### src/core/srfc_defs.vh
// register map, field positions and reset values of the supply ripple feedback control block
`ifndef SRFC_DEFS_VH
`define SRFC_DEFS_VH

// register offsets on the control port
`define SRFC_ADDR_CONFIG        8'h34
`define SRFC_ADDR_COEF_HI       8'h35
`define SRFC_ADDR_COEF_MID      8'h36
`define SRFC_ADDR_COEF_LO       8'h37
`define SRFC_ADDR_MEAS_HI       8'h3b
`define SRFC_ADDR_MEAS_MID      8'h3c
`define SRFC_ADDR_MEAS_LO       8'h3d

// ripple_reject_config fields
`define SRFC_CFG_OUT_EN_BIT     7
`define SRFC_CFG_RST_BIT        6
`define SRFC_CFG_FB_EN_BIT      5
`define SRFC_CFG_DIV_MSB        2
`define SRFC_CFG_DIV_LSB        0
`define SRFC_CFG_WMASK          8'he7
`define SRFC_CFG_RESET          8'h00

// decim_coef_hi fields
`define SRFC_SHIFT_MSB          6
`define SRFC_SHIFT_LSB          4
`define SRFC_SCALE_TOP_MSB      2
`define SRFC_SCALE_TOP_LSB      0

// coefficient and measurement formats
`define SRFC_SHIFT_W            3
`define SRFC_SCALE_W            19
`define SRFC_SCALE_FRAC         18
`define SRFC_MEAS_W             24
`define SRFC_SHIFT_RESET        3'h2
`define SRFC_SCALE_RESET        19'h25868
`define SRFC_MEAS_RESET         24'h000000

// divider codes and ratios
`define SRFC_DIV_W              3
`define SRFC_DIV_OFF            3'h0
`define SRFC_DIV_MAX_CODE       3'h6
`define SRFC_DIV_BASE_LOG2      5
`define SRFC_DIV_CNT_W          10

`endif

### src/core/srfc_top.v
// supply ripple rejection control, coefficient and measurement registers
// Functional notes
// - rejection reset output stays low while its config bit is 0 (default).
// - internal feedback logic runs only while feedback enable bit is 1.
// - sync clock divides the crystal clock; divider code 000 disables it.
// - codes 001 to 110 divide by 32, 64, 128, 256, 512, 1024.
// - coefficient is scale times two to the shift; shift resets to 010.
// - scale is 19-bit signed 1.18, reset value 25868h.
// - coefficient is applied to the measured supply reading for calibration.
// - shift and scale top bits at 35h; middle and low scale bytes follow.
// - read-only supply measurement is updated continuously from the circuit.
// - measurement is 24-bit signed 2.22, reset 000000h.
// - measurement bytes: most significant at 3Bh, least at 3Dh.
// - rejection enable bit drives its output pin directly.
`timescale 1ns/100ps
`default_nettype none
`include "srfc_defs.vh"

module srfc_top (
    input  wire                      mclk_i,
    input  wire                      rst_i,
    input  wire                      ce_i,
    // control port register access
    input  wire [7:0]                reg_addr_i,
    input  wire [7:0]                reg_wdata_i,
    input  wire                      reg_wr_i,
    input  wire                      reg_rd_i,
    output wire [7:0]                reg_rdata_o,
    output wire                      reg_rvalid_o,
    // external feedback circuit
    input  wire [`SRFC_MEAS_W-1:0]   meas_data_i,
    input  wire                      meas_strobe_i,
    output wire                      rejection_circuit_reset_n_o,
    output wire                      rejection_output_enable_o,
    output wire                      supply_sync_clock_o,
    // corrected reading for the internal feedback path
    output wire [`SRFC_MEAS_W-1:0]   feedback_value_o,
    output wire                      feedback_valid_o,
    output wire                      feedback_enable_o
);

    // product of a 2.22 reading by a 1.18 scale, plus room for the largest shift of seven
    localparam PROD_W = `SRFC_MEAS_W + `SRFC_SCALE_W;
    localparam WIDE_W = PROD_W + 7;

    reg  [7:0]                    cfg_reg;
    reg  [`SRFC_SHIFT_W-1:0]      shift_reg;
    reg  [`SRFC_SCALE_W-1:0]      scale_reg;
    reg  [`SRFC_MEAS_W-1:0]       meas_reg;
    reg  [`SRFC_MEAS_W-1:0]       meas_s1_reg;
    reg  [`SRFC_MEAS_W-1:0]       meas_s2_reg;
    reg                           stb_s1_reg;
    reg                           stb_s2_reg;
    reg                           stb_d_reg;
    reg                           calc_go_reg;
    reg  [`SRFC_MEAS_W-1:0]       fb_value_reg;
    reg                           fb_valid_reg;
    reg  [7:0]                    rdata_reg;
    reg                           rvalid_reg;
    reg  [7:0]                    rdata_next;
    wire                          stb_rise;
    wire                          fb_en;
    wire signed [WIDE_W-1:0]      wide_prod;
    wire [`SRFC_MEAS_W-1:0]       corrected;
    wire                          wr_cfg;
    wire                          wr_coef_hi;
    wire                          wr_coef_mid;
    wire                          wr_coef_lo;

    // saturate a wide signed value to the 24-bit measurement format
    function [`SRFC_MEAS_W-1:0] sat24;
        input signed [WIDE_W-1:0] v;
        begin
            if (v > $signed({{(WIDE_W-`SRFC_MEAS_W+1){1'b0}}, {(`SRFC_MEAS_W-1){1'b1}}}))
                sat24 = {1'b0, {(`SRFC_MEAS_W-1){1'b1}}};
            else if (v < $signed({{(WIDE_W-`SRFC_MEAS_W+1){1'b1}}, {(`SRFC_MEAS_W-1){1'b0}}}))
                sat24 = {1'b1, {(`SRFC_MEAS_W-1){1'b0}}};
            else
                sat24 = v[`SRFC_MEAS_W-1:0];
        end
    endfunction

    // decode a control-port address against one register offset
    function hit;
        input [7:0] addr;
        input [7:0] offs;
        begin
            hit = (addr == offs);
        end
    endfunction

    assign fb_en = cfg_reg[`SRFC_CFG_FB_EN_BIT];

    // one write strobe per writable offset; frozen cycles take no write
    assign wr_cfg      = ce_i & reg_wr_i & hit(reg_addr_i, `SRFC_ADDR_CONFIG);
    assign wr_coef_hi  = ce_i & reg_wr_i & hit(reg_addr_i, `SRFC_ADDR_COEF_HI);
    assign wr_coef_mid = ce_i & reg_wr_i & hit(reg_addr_i, `SRFC_ADDR_COEF_MID);
    assign wr_coef_lo  = ce_i & reg_wr_i & hit(reg_addr_i, `SRFC_ADDR_COEF_LO);

    // register writes
    always @(posedge mclk_i or posedge rst_i) begin
        if (rst_i) begin
            cfg_reg   <= `SRFC_CFG_RESET;
            shift_reg <= `SRFC_SHIFT_RESET;
            scale_reg <= `SRFC_SCALE_RESET;
        end else begin
            if (wr_cfg)
                cfg_reg <= reg_wdata_i & `SRFC_CFG_WMASK;
            if (wr_coef_hi) begin
                shift_reg <= reg_wdata_i[`SRFC_SHIFT_MSB:`SRFC_SHIFT_LSB];
                scale_reg[`SRFC_SCALE_W-1:16] <=
                    reg_wdata_i[`SRFC_SCALE_TOP_MSB:`SRFC_SCALE_TOP_LSB];
            end
            if (wr_coef_mid)
                scale_reg[15:8] <= reg_wdata_i;
            if (wr_coef_lo)
                scale_reg[7:0] <= reg_wdata_i;
            // measurement offsets take no write path at all
        end
    end

    // measurement pins pass two flops before use
    // the data bus is sampled bit by bit; the far side holds it steady around the strobe
    always @(posedge mclk_i or posedge rst_i) begin
        if (rst_i) begin
            meas_s1_reg <= `SRFC_MEAS_RESET;
            meas_s2_reg <= `SRFC_MEAS_RESET;
            stb_s1_reg  <= 1'b0;
            stb_s2_reg  <= 1'b0;
            stb_d_reg   <= 1'b0;
        end else if (ce_i) begin
            meas_s1_reg <= meas_data_i;
            meas_s2_reg <= meas_s1_reg;
            stb_s1_reg  <= meas_strobe_i;
            stb_s2_reg  <= stb_s1_reg;
            stb_d_reg   <= stb_s2_reg;
        end
    end

    assign stb_rise = stb_s2_reg & ~stb_d_reg;

    // live measurement, refreshed on every strobe regardless of other state
    always @(posedge mclk_i or posedge rst_i) begin
        if (rst_i) begin
            meas_reg <= `SRFC_MEAS_RESET;
        end else if (ce_i && stb_rise) begin
            meas_reg <= meas_s2_reg;
        end
    end

    // coefficient applied: meas * scale * 2^shift, back to 2.22
    assign wide_prod = ($signed({{7{meas_reg[`SRFC_MEAS_W-1]}}, meas_reg})
                        * $signed({{(WIDE_W-`SRFC_SCALE_W){scale_reg[`SRFC_SCALE_W-1]}},
                                   scale_reg})) <<< shift_reg;
    assign corrected = sat24(wide_prod >>> `SRFC_SCALE_FRAC);

    // feedback path runs one cycle after each new measurement when enabled
    // a disabled path reads zero so nothing stale is fed back
    always @(posedge mclk_i or posedge rst_i) begin
        if (rst_i) begin
            calc_go_reg  <= 1'b0;
            fb_value_reg <= `SRFC_MEAS_RESET;
            fb_valid_reg <= 1'b0;
        end else if (ce_i) begin
            calc_go_reg  <= stb_rise & fb_en;
            fb_valid_reg <= calc_go_reg & fb_en;
            if (!fb_en)
                fb_value_reg <= `SRFC_MEAS_RESET;
            else if (calc_go_reg)
                fb_value_reg <= corrected;
        end
    end

    // register read mux; reserved and unmapped bits read as zero
    // measurement bytes are read one at a time; a strobe between reads can tear them
    always @* begin
        rdata_next = 8'h00;
        case (reg_addr_i)
            `SRFC_ADDR_CONFIG:   rdata_next = cfg_reg;
            `SRFC_ADDR_COEF_HI:  rdata_next = {1'b0, shift_reg, 1'b0,
                                               scale_reg[`SRFC_SCALE_W-1:16]};
            `SRFC_ADDR_COEF_MID: rdata_next = scale_reg[15:8];
            `SRFC_ADDR_COEF_LO:  rdata_next = scale_reg[7:0];
            `SRFC_ADDR_MEAS_HI:  rdata_next = meas_reg[23:16];
            `SRFC_ADDR_MEAS_MID: rdata_next = meas_reg[15:8];
            `SRFC_ADDR_MEAS_LO:  rdata_next = meas_reg[7:0];
            default:             rdata_next = 8'h00;
        endcase
    end

    always @(posedge mclk_i or posedge rst_i) begin
        if (rst_i) begin
            rdata_reg  <= 8'h00;
            rvalid_reg <= 1'b0;
        end else if (ce_i) begin
            rvalid_reg <= reg_rd_i;
            // read data is captured only on a read so it holds between reads
            if (reg_rd_i)
                rdata_reg <= rdata_next;
        end
    end

    srfc_sync_div u_sync_div (
        .mclk_i     (mclk_i),
        .rst_i      (rst_i),
        .ce_i       (ce_i),
        .div_code_i (cfg_reg[`SRFC_CFG_DIV_MSB:`SRFC_CFG_DIV_LSB]),
        .sync_clk_o (supply_sync_clock_o)
    );

    assign rejection_circuit_reset_n_o = cfg_reg[`SRFC_CFG_RST_BIT];
    assign rejection_output_enable_o   = cfg_reg[`SRFC_CFG_OUT_EN_BIT];
    assign feedback_enable_o           = fb_en;
    assign feedback_value_o            = fb_value_reg;
    assign feedback_valid_o            = fb_valid_reg;
    assign reg_rdata_o                 = rdata_reg;
    assign reg_rvalid_o                = rvalid_reg;

endmodule // srfc_top

`default_nettype wire

### src/core/srfc_sync_div.v
// supply synchronisation clock divider from the crystal clock
`timescale 1ns/100ps
`default_nettype none
`include "srfc_defs.vh"

module srfc_sync_div (
    input  wire                      mclk_i,
    input  wire                      rst_i,
    input  wire                      ce_i,
    input  wire [`SRFC_DIV_W-1:0]    div_code_i,
    output wire                      sync_clk_o
);

    reg  [`SRFC_DIV_CNT_W-1:0] cnt_reg;
    reg  [`SRFC_DIV_CNT_W-1:0] cnt_next;
    reg                        clk_reg;
    reg                        clk_next;
    reg  [`SRFC_DIV_W-1:0]     code_reg;
    wire                       active;
    wire [`SRFC_DIV_CNT_W-1:0] half_last;

    // codes 001..110 divide by 32..1024; 000 and the spare code stop the clock
    assign active = (div_code_i != `SRFC_DIV_OFF) && (div_code_i <= `SRFC_DIV_MAX_CODE);
    // half period minus one: 16<<(code-1) - 1
    assign half_last = ({{(`SRFC_DIV_CNT_W-1){1'b0}}, 1'b1}
                        << (`SRFC_DIV_BASE_LOG2 - 1 + div_code_i - 1)) - 1'b1;

    always @* begin
        cnt_next = cnt_reg;
        clk_next = clk_reg;
        if (!active || (div_code_i != code_reg)) begin
            cnt_next = {`SRFC_DIV_CNT_W{1'b0}};
            clk_next = 1'b0;
        end else if (cnt_reg >= half_last) begin
            cnt_next = {`SRFC_DIV_CNT_W{1'b0}};
            clk_next = ~clk_reg;
        end else begin
            cnt_next = cnt_reg + 1'b1;
        end
    end

    always @(posedge mclk_i or posedge rst_i) begin
        if (rst_i) begin
            cnt_reg  <= {`SRFC_DIV_CNT_W{1'b0}};
            clk_reg  <= 1'b0;
            code_reg <= `SRFC_DIV_OFF;
        end else if (ce_i) begin
            cnt_reg  <= cnt_next;
            clk_reg  <= clk_next;
            code_reg <= div_code_i;
        end
    end

    assign sync_clk_o = clk_reg;

endmodule // srfc_sync_div

`default_nettype wire

### config.mk
export PLATFORM = sky130hd
export DESIGN_NAME = srfc_top
export DESIGN_NICKNAME = d
export VERILOG_FILES = /design/src/core/srfc_top.v /design/src/core/srfc_sync_div.v
export VERILOG_INCLUDE_DIRS = /design/src /design/src/core
export SDC_FILE = /design/constraint.sdc
export NUM_CORES = 2
export LEC_CHECK = 0
export BUFFER_PORTS_ARGS = -buffer_cell sky130_fd_sc_hd__buf_2
export CORE_MARGIN = 4
export CORE_UTILIZATION = 35
export DETAILED_ROUTE_END_ITERATION = 6
export HOLD_SLACK_MARGIN = 0.03
export PLACE_DENSITY = 0.49
export SYNTH_ARGS = -nofsm -noshare
export SYNTH_HDL_FRONTEND = slang
export SYNTH_SLANG_ARGS = --single-unit
### constraint.sdc
create_clock -name mclk_i -period 17.4 [get_ports mclk_i]
set_input_delay 0.87 -clock mclk_i [delete_from_list [all_inputs] [get_ports mclk_i]]
set_output_delay 0.87 -clock mclk_i [all_outputs]
set_load 0.02 [all_outputs]
# After elaboration in Yosys (flattened, before gate mapping)
# Index checks and enable logic that the tools add are counted.
[totals]
inputBits = 46
ff_bits = 152
[op_classes]
bitwise = 10
shifts = 2
mul = 1
add_sub_neg = 4
n_mux = 9
eq_ne = 9
order_cmp = 4
n_reduce_logical = 9
[op_table]
columns = ["operator", "n"]
rows = [
  ["$mux W24", 4],
  ["$eq A8 B6 Y1 const B", 7],
  ["$pmux W8 S7", 1],
  ["$sshl A43 B3 Y50", 1],
  ["$mul A24 B19 Y43", 1],
  ["$gt A32 B24 Y1 const B", 1],
  ["$lt A32 B24 Y1 const B", 1],
  ["$shl A1 B32 Y10 const A", 1],
  ["$sub A32 B1 Y32 const B", 1],
  ["$mux W10", 2],
  ["$add A10 B1 Y10 const B", 1],
  ["$ge A10 B10 Y1", 1],
  ["$sub A10 B1 Y10 const B", 1],
  ["$and A1 B1 Y1", 8],
  ["$reduce_and A2 Y1", 3],
  ["$add A3 B3 Y4 const A", 1],
  ["$le A3 B3 Y1 const B", 1],
  ["$ne A3 B3 Y1", 1],
  ["$reduce_bool A3 Y1", 1],
  ["$logic_and A1 B1 Y1", 2],
  ["$mux W1", 2],
  ["$ne A2 B1 Y1 const B", 1],
  ["$not A1 Y1", 2],
  ["$reduce_bool A2 Y1", 1],
  ["other kinds (2)", 2],
]

# Logic depth before layout (Yosys ltp)
[depth]
depth_word = 7
ltp_mapped = 28
depth_no_buf = 25

# Modules after synthesis
# Synthesis repeated with hierarchy kept, for this count alone.
[hier_totals]
hier_cells = 2552
area_unflattened_um2 = 24873.9
[by_module_without_submodules]
columns = ["module", "n_inst", "area_per_inst_um2", "seq_area_each_um2", "cells_each"]
rows = [
  ["srfc_top", 1, 23811.6, 3463.3, 2445],
  ["srfc_sync_div", 1, 1062.3, 350.3, 107],
]

# Worst setup path after synthesis
# No wires, ideal clock.
[synth_timing]
path_type = "reg-to-reg"
from = "reg scale_reg[5]"
to = "reg fb_value_reg[3], in the netlist feedback_value_o[3]"
path_slack_ns = 9.571
arrival_time_ns = 7.708
path_buffers = 3
setup_time_ns = 0.121
period_less_slack_ns = 7.829
path_stages_with_launch = 27
path_cell_list = "dfstp_2 > clkbuf_1 > nand2_1 > fa_1 > inv_1 > fa_1 > fa_1 > fa_1 > fa_1 > inv_1 > fa_1 > inv_1 > ha_1 > ha_1 > buf_6 > a21o_1 > a31o_1 > a221o_1 > a21o_1 > a211oi_2 > xnor2_2 > a211oi_1 > o31ai_1 > o41ai_4 > buf_6 > nand3_2 > a22o_1"
[synth_via]
elab_chain_len = 7
word_cells_on_any_way = 8
[synth_lines]
columns = ["item", "line", "source"]
rows = [
  ["start: declaration", "srfc_top.v:48", "reg [`SRFC_SCALE_W-1:0] scale_reg;"],
  ["start signal: assignment", "srfc_top.v:105", "scale_reg <= `SRFC_SCALE_RESET;"],
  ["start signal: indexed assignment", "srfc_top.v:111", "scale_reg[`SRFC_SCALE_W-1:16] <="],
  ["start signal: assignment", "srfc_top.v:117", "scale_reg[7:0] <= reg_wdata_i;"],
  ["$mul A24 B19 Y43 (*)", "srfc_top.v:152", "assign wide_prod = ($signed({{7{meas_reg[`SRFC_MEAS_W-1]}}, meas_reg})"],
  ["$sshl A43 B3 Y50 (*)", "srfc_top.v:152", ""],
  ["$lt A32 B24 Y1", "srfc_top.v:76", "else if (v < $signed({{(WIDE_W-`SRFC_MEAS_W+1){1'b1}}, {(`SRFC_MEAS_W-1){1'b0}}}))"],
  ["$mux W24", "srfc_top.v:76", ""],
  ["$mux W24 (*)", "srfc_top.v:74", "if (v > $signed({{(WIDE_W-`SRFC_MEAS_W+1){1'b0}}, {(`SRFC_MEAS_W-1){1'b1}}}))"],
  ["$mux W24 (*)", "srfc_top.v:169", "else if (calc_go_reg)"],
  ["$mux W24 (*)", "srfc_top.v:167", "if (!fb_en)"],
  ["end signal: assignment", "srfc_top.v:162", "fb_value_reg <= `SRFC_MEAS_RESET;"],
  ["end signal: assignment", "srfc_top.v:168", "fb_value_reg <= `SRFC_MEAS_RESET;"],
  ["end signal: assignment", "srfc_top.v:170", "fb_value_reg <= corrected;"],
  ["end: declaration", "srfc_top.v:56", "reg [`SRFC_MEAS_W-1:0] fb_value_reg;"],
]
# Every way passes the cells marked *; elsewhere a longest branch is shown, timed or not. The select of a mux whose other input is x is not followed.
# A chain may end at the register's enable or synchronous reset.

# Final worst setup path
[layout_timing]
from = "reg scale_reg[1]"
to = "reg fb_value_reg[1], in the netlist feedback_value_o[1]"
# The elaborated chain is that of the path after synthesis.

==> flow_metrics.tcl <==
set metrics [dict create \
    dominantRegCellSynth "dfrtp_1" \
    chipWidth_um 274 \
    viasPerCell 5.14 \
    crit_required_ps 17730 \
    combPwrFrac_pct 48.7 \
    layout_worst_path_cycle_share_pct 54.0 \
    clock-sinks 152 \
    yosys_warnings 0 \
    design_power_total_mw 1.88 \
    placement.io_buffers 83 \
    htree_num_levels 4 \
    synth_cells 2551 \
    cts_hold_buf 0 \
    run_status "finished, final reports clean" \
    number_of_global_route_vias_before_repair 19700 \
    grt_overflow 0 \
    timing.critical_path.from_type "flip-flop" \
    synth-edff-count 0 \
    relSlewSlack_pct 19.2 \
    critical_path.endpoint_type "flip-flop" \
    setup_viol 0 \
    postLayoutCoreUtil_pct 37.9 \
    io_pins 84 \
    clock_pin_slew_on_the_worst_setup_and_hold_paths_ps 70 \
    dr.pass1.iters 5 \
    cellPowerDensity_nw_per_um2 70.5 \
    clock_network_latency_to_the_later_pin_of_the_worst_skew_pair_ps 450 \
    maximum_number_of_pins_on_one_net_before_global_route_repair 81 \
    synth-seq-cells 152 \
    grt_use_total_pct 19.7 \
    cts_setup_buffers 0 \
    cap_viol_max_count 0 \
    setup-tns-final_ps 0 \
    setup_cp_type "reg2reg" \
    sw_frac_of_total_pct 49.7 \
    clk_path_buf_depth 2 \
    netlist-cell-type-count 87 \
    area_growth_syn_to_layout_pct 7.40 \
    iteration_0_drc_count_of_the_detailed_router 1064 \
    leakage_power_of_the_design_nw 13.5 \
    hold_slack_ps 499 \
    finalWirelength_um 71800 \
    dp.final_hpwl_um 55600 \
    rows 97 \
    sequential_area_share_after_synthesis_pct 15.4 \
    grt_pass1_wl_um 115000 \
    sequential_share_of_power_pct 30.2 \
    ant_nets 0 \
    cts-buffers-inserted 17 \
    finalHoldViolCount 0 \
    min_period_ps 9400 \
    synth.net_count 3182 \
    synth_area_um2 24800 \
    tritoncts "done" \
    worstPathMaxFanout 25 \
    fmax_mhz 106 \
    rsz_0062_raised_after_global_routing "no" \
    nets 3166 \
    routed-via-count 17900 \
    clock_tree_skew_after_final_layout_ps 22.5 \
    post_cts_resize_count 0 \
    worstMarginPinSlew_ps 1210 \
    synth_async_sr_flop_share_pct 100 \
    power_switching_mw 0.932 \
    initial_core_util_pct 35.3 \
    drt-wirelength-per-cell_um 20.6 \
    slew_viol_final 0 \
    chipHeight_um 274 \
    cellInternalPower_mw 0.944 \
    placeableCoreArea_um2 70100 \
    die_outline_area_um2 75100 \
    antenna_found_initial 7 \
    clock_network_fraction_of_total_power_pct 21.2 \
    syn-mean-instance-area_um2 9.71 \
    path_category_of_the_worst_min_delay_check "reg2reg" \
    gp_routability_congestion 0.875 \
    final_layout_size_suffix_gt1_share_pct 12.6 \
    worst_ep_arrival_time_ps 9730 \
    power.ir.vdd_worst_uv 59.1 \
    route.detailed.drc 0 \
    cts.root.buffer_cell "clkbuf_16" \
]
[worst max-delay path, stage by stage, from the launching register on]
cell and delay, ps:
dfrtp_1 720, nand2_1 290, inv_1 120, fa_1 590
inv_1 140, fa_1 530, inv_1 70, fa_1 870
inv_1 290, fa_1 540, fa_1 500, fa_1 490
inv_1 40, ha_1 270, ha_1 540, nand4_1 200
nor2_1 300, nand3_1 150, nor4_1 380, a211oi_2 150
xnor2_2 260, a211oi_1 270, o31ai_1 200, o41ai_4 910
o211ai_1 170, a22o_1 250
[metal layers]
layer | GRT usage [%] | vias to the layer above | part of all wire, % | wire [um]
li1 | - | 7984 | - | -
met1 | 28.6 | 9354 | 47 | 33600
met2 | 31.3 | 505 | 46 | 32700
met3 | 3.11 | 84 | 5.8 | 4160
met4 | 3.89 | 0 | 1.9 | 1330
met5 | 0 | - | 0 | 0
[area by class of cell]
class	count	area (um^2)
Timing Repair Buffer	111	626
Clock buffer	17	425
Inverter	451	1700
Multi-Input combinational cell	1802	18700
Sequential cell	152	3810
Tap cell	940	1180
Fill cell	7165	43500
Clock inverter	15	176
Antenna cell	2	5.00
[cells in the final DEF (no fill, tap or decap), types with 9 or more instances in the layout]
cell type / Yosys / layout
nand4_1: 15 / 15
inv_1: 449 / 448
o211ai_1: 13 / 13
nand2_1: 341 / 341
fa_1: 453 / 453
mux2i_1: 22 / 22
xnor2_1: 28 / 28
nand2b_1: 10 / 10
nor3_1: 21 / 21
a21o_1: 19 / 19
clkbuf_16: 0 / 17
o21ai_1: 15 / 14
mux4_2: 15 / 15
nand3_1: 26 / 26
dfrtp_1: 144 / 144
buf_2: 5 / 83
ha_1: 132 / 132
and2_1: 208 / 208
and3_1: 9 / 9
nor2_1: 82 / 82
xor2_1: 21 / 21
a22o_1: 32 / 32
mux2_2: 115 / 115
a21oi_1: 54 / 54
buf_4: 0 / 28
o21ai_0: 40 / 40
[power by group through the flow]
stage	clock network [mW]	registers, mW	logic [mW]
finish	0.397	0.566	0.913
global route	0.424	0.575	1.02
CTS	0.409	0.564	0.916
detailed placement	0	0.572	0.911
global placement	0	0.568	0.902
floorplan	0	0.426	0.713
[final timing paths]
check / start / to / slack, ps / cells after the start
min in group asynchronous: rst_i / feedback_valid_o / 560 / 2
max reg2reg: scale_reg[1] / feedback_value_o[1] / 8000 / 25
max in group asynchronous: rst_i / reg_rdata_o[6] / 15340 / 3
max: scale_reg[1] / feedback_value_o[1] / 8000 / 25
min reg2reg: stb_d_reg / stb_d_reg / 500 / 1
min: stb_d_reg / stb_d_reg / 500 / 1
[metrics by stage]
stage,area [um^2],instances,setup WS [ps]
final,26600,3490,8000
after global routing,26600,3488,7430
after detailed placement,26000,3456,7960
after global placement,26000,3456,8030
after floorplan,24800,2551,9570
after CTS,26600,3488,7930
[Yosys cell counts (6+ instances only)]
library cell | instances | area share [%]
xor2_1 | 21 | 0.74
xnor2_1 | 28 | 0.99
o31ai_1 | 7 | 0.21
mux2i_1 | 22 | 0.89
nand2_1 | 341 | 5.2
a211oi_1 | 6 | 0.18
inv_1 | 449 | 6.8
fa_1 | 453 | 37
clkbuf_1 | 132 | 2.0
mux4_2 | 15 | 1.4
a22o_1 | 32 | 1.1
nor3_1 | 21 | 0.42
a21o_1 | 19 | 0.58
nor2_1 | 82 | 1.2
and3_1 | 9 | 0.23
a222oi_1 | 8 | 0.32
nand4_1 | 15 | 0.38
o211ai_1 | 13 | 0.39
o21ai_1 | 15 | 0.30
nand3_1 | 26 | 0.53
dfrtp_1 | 144 | 15
o21ai_0 | 40 | 0.81
o21a_1 | 8 | 0.24
ha_1 | 132 | 6.7
and2_1 | 208 | 5.3
mux2_2 | 115 | 5.2
dfstp_2 | 8 | 0.85
nand2b_1 | 10 | 0.25
a21oi_1 | 54 | 1.1
a31oi_1 | 8 | 0.20
[cell families after synthesis]
family	share of synthesized area, %
multiplexers	7.48
AO/OA/AOI/OAI	8.02
flip-flops	15.4
AND/OR/NAND/NOR	14.8
adder cells (fa/ha/maj)	43.3
buffers and inverters	9.19
XOR/XNOR	1.80
No activity file was read; power rests on OpenSTA's default activity.
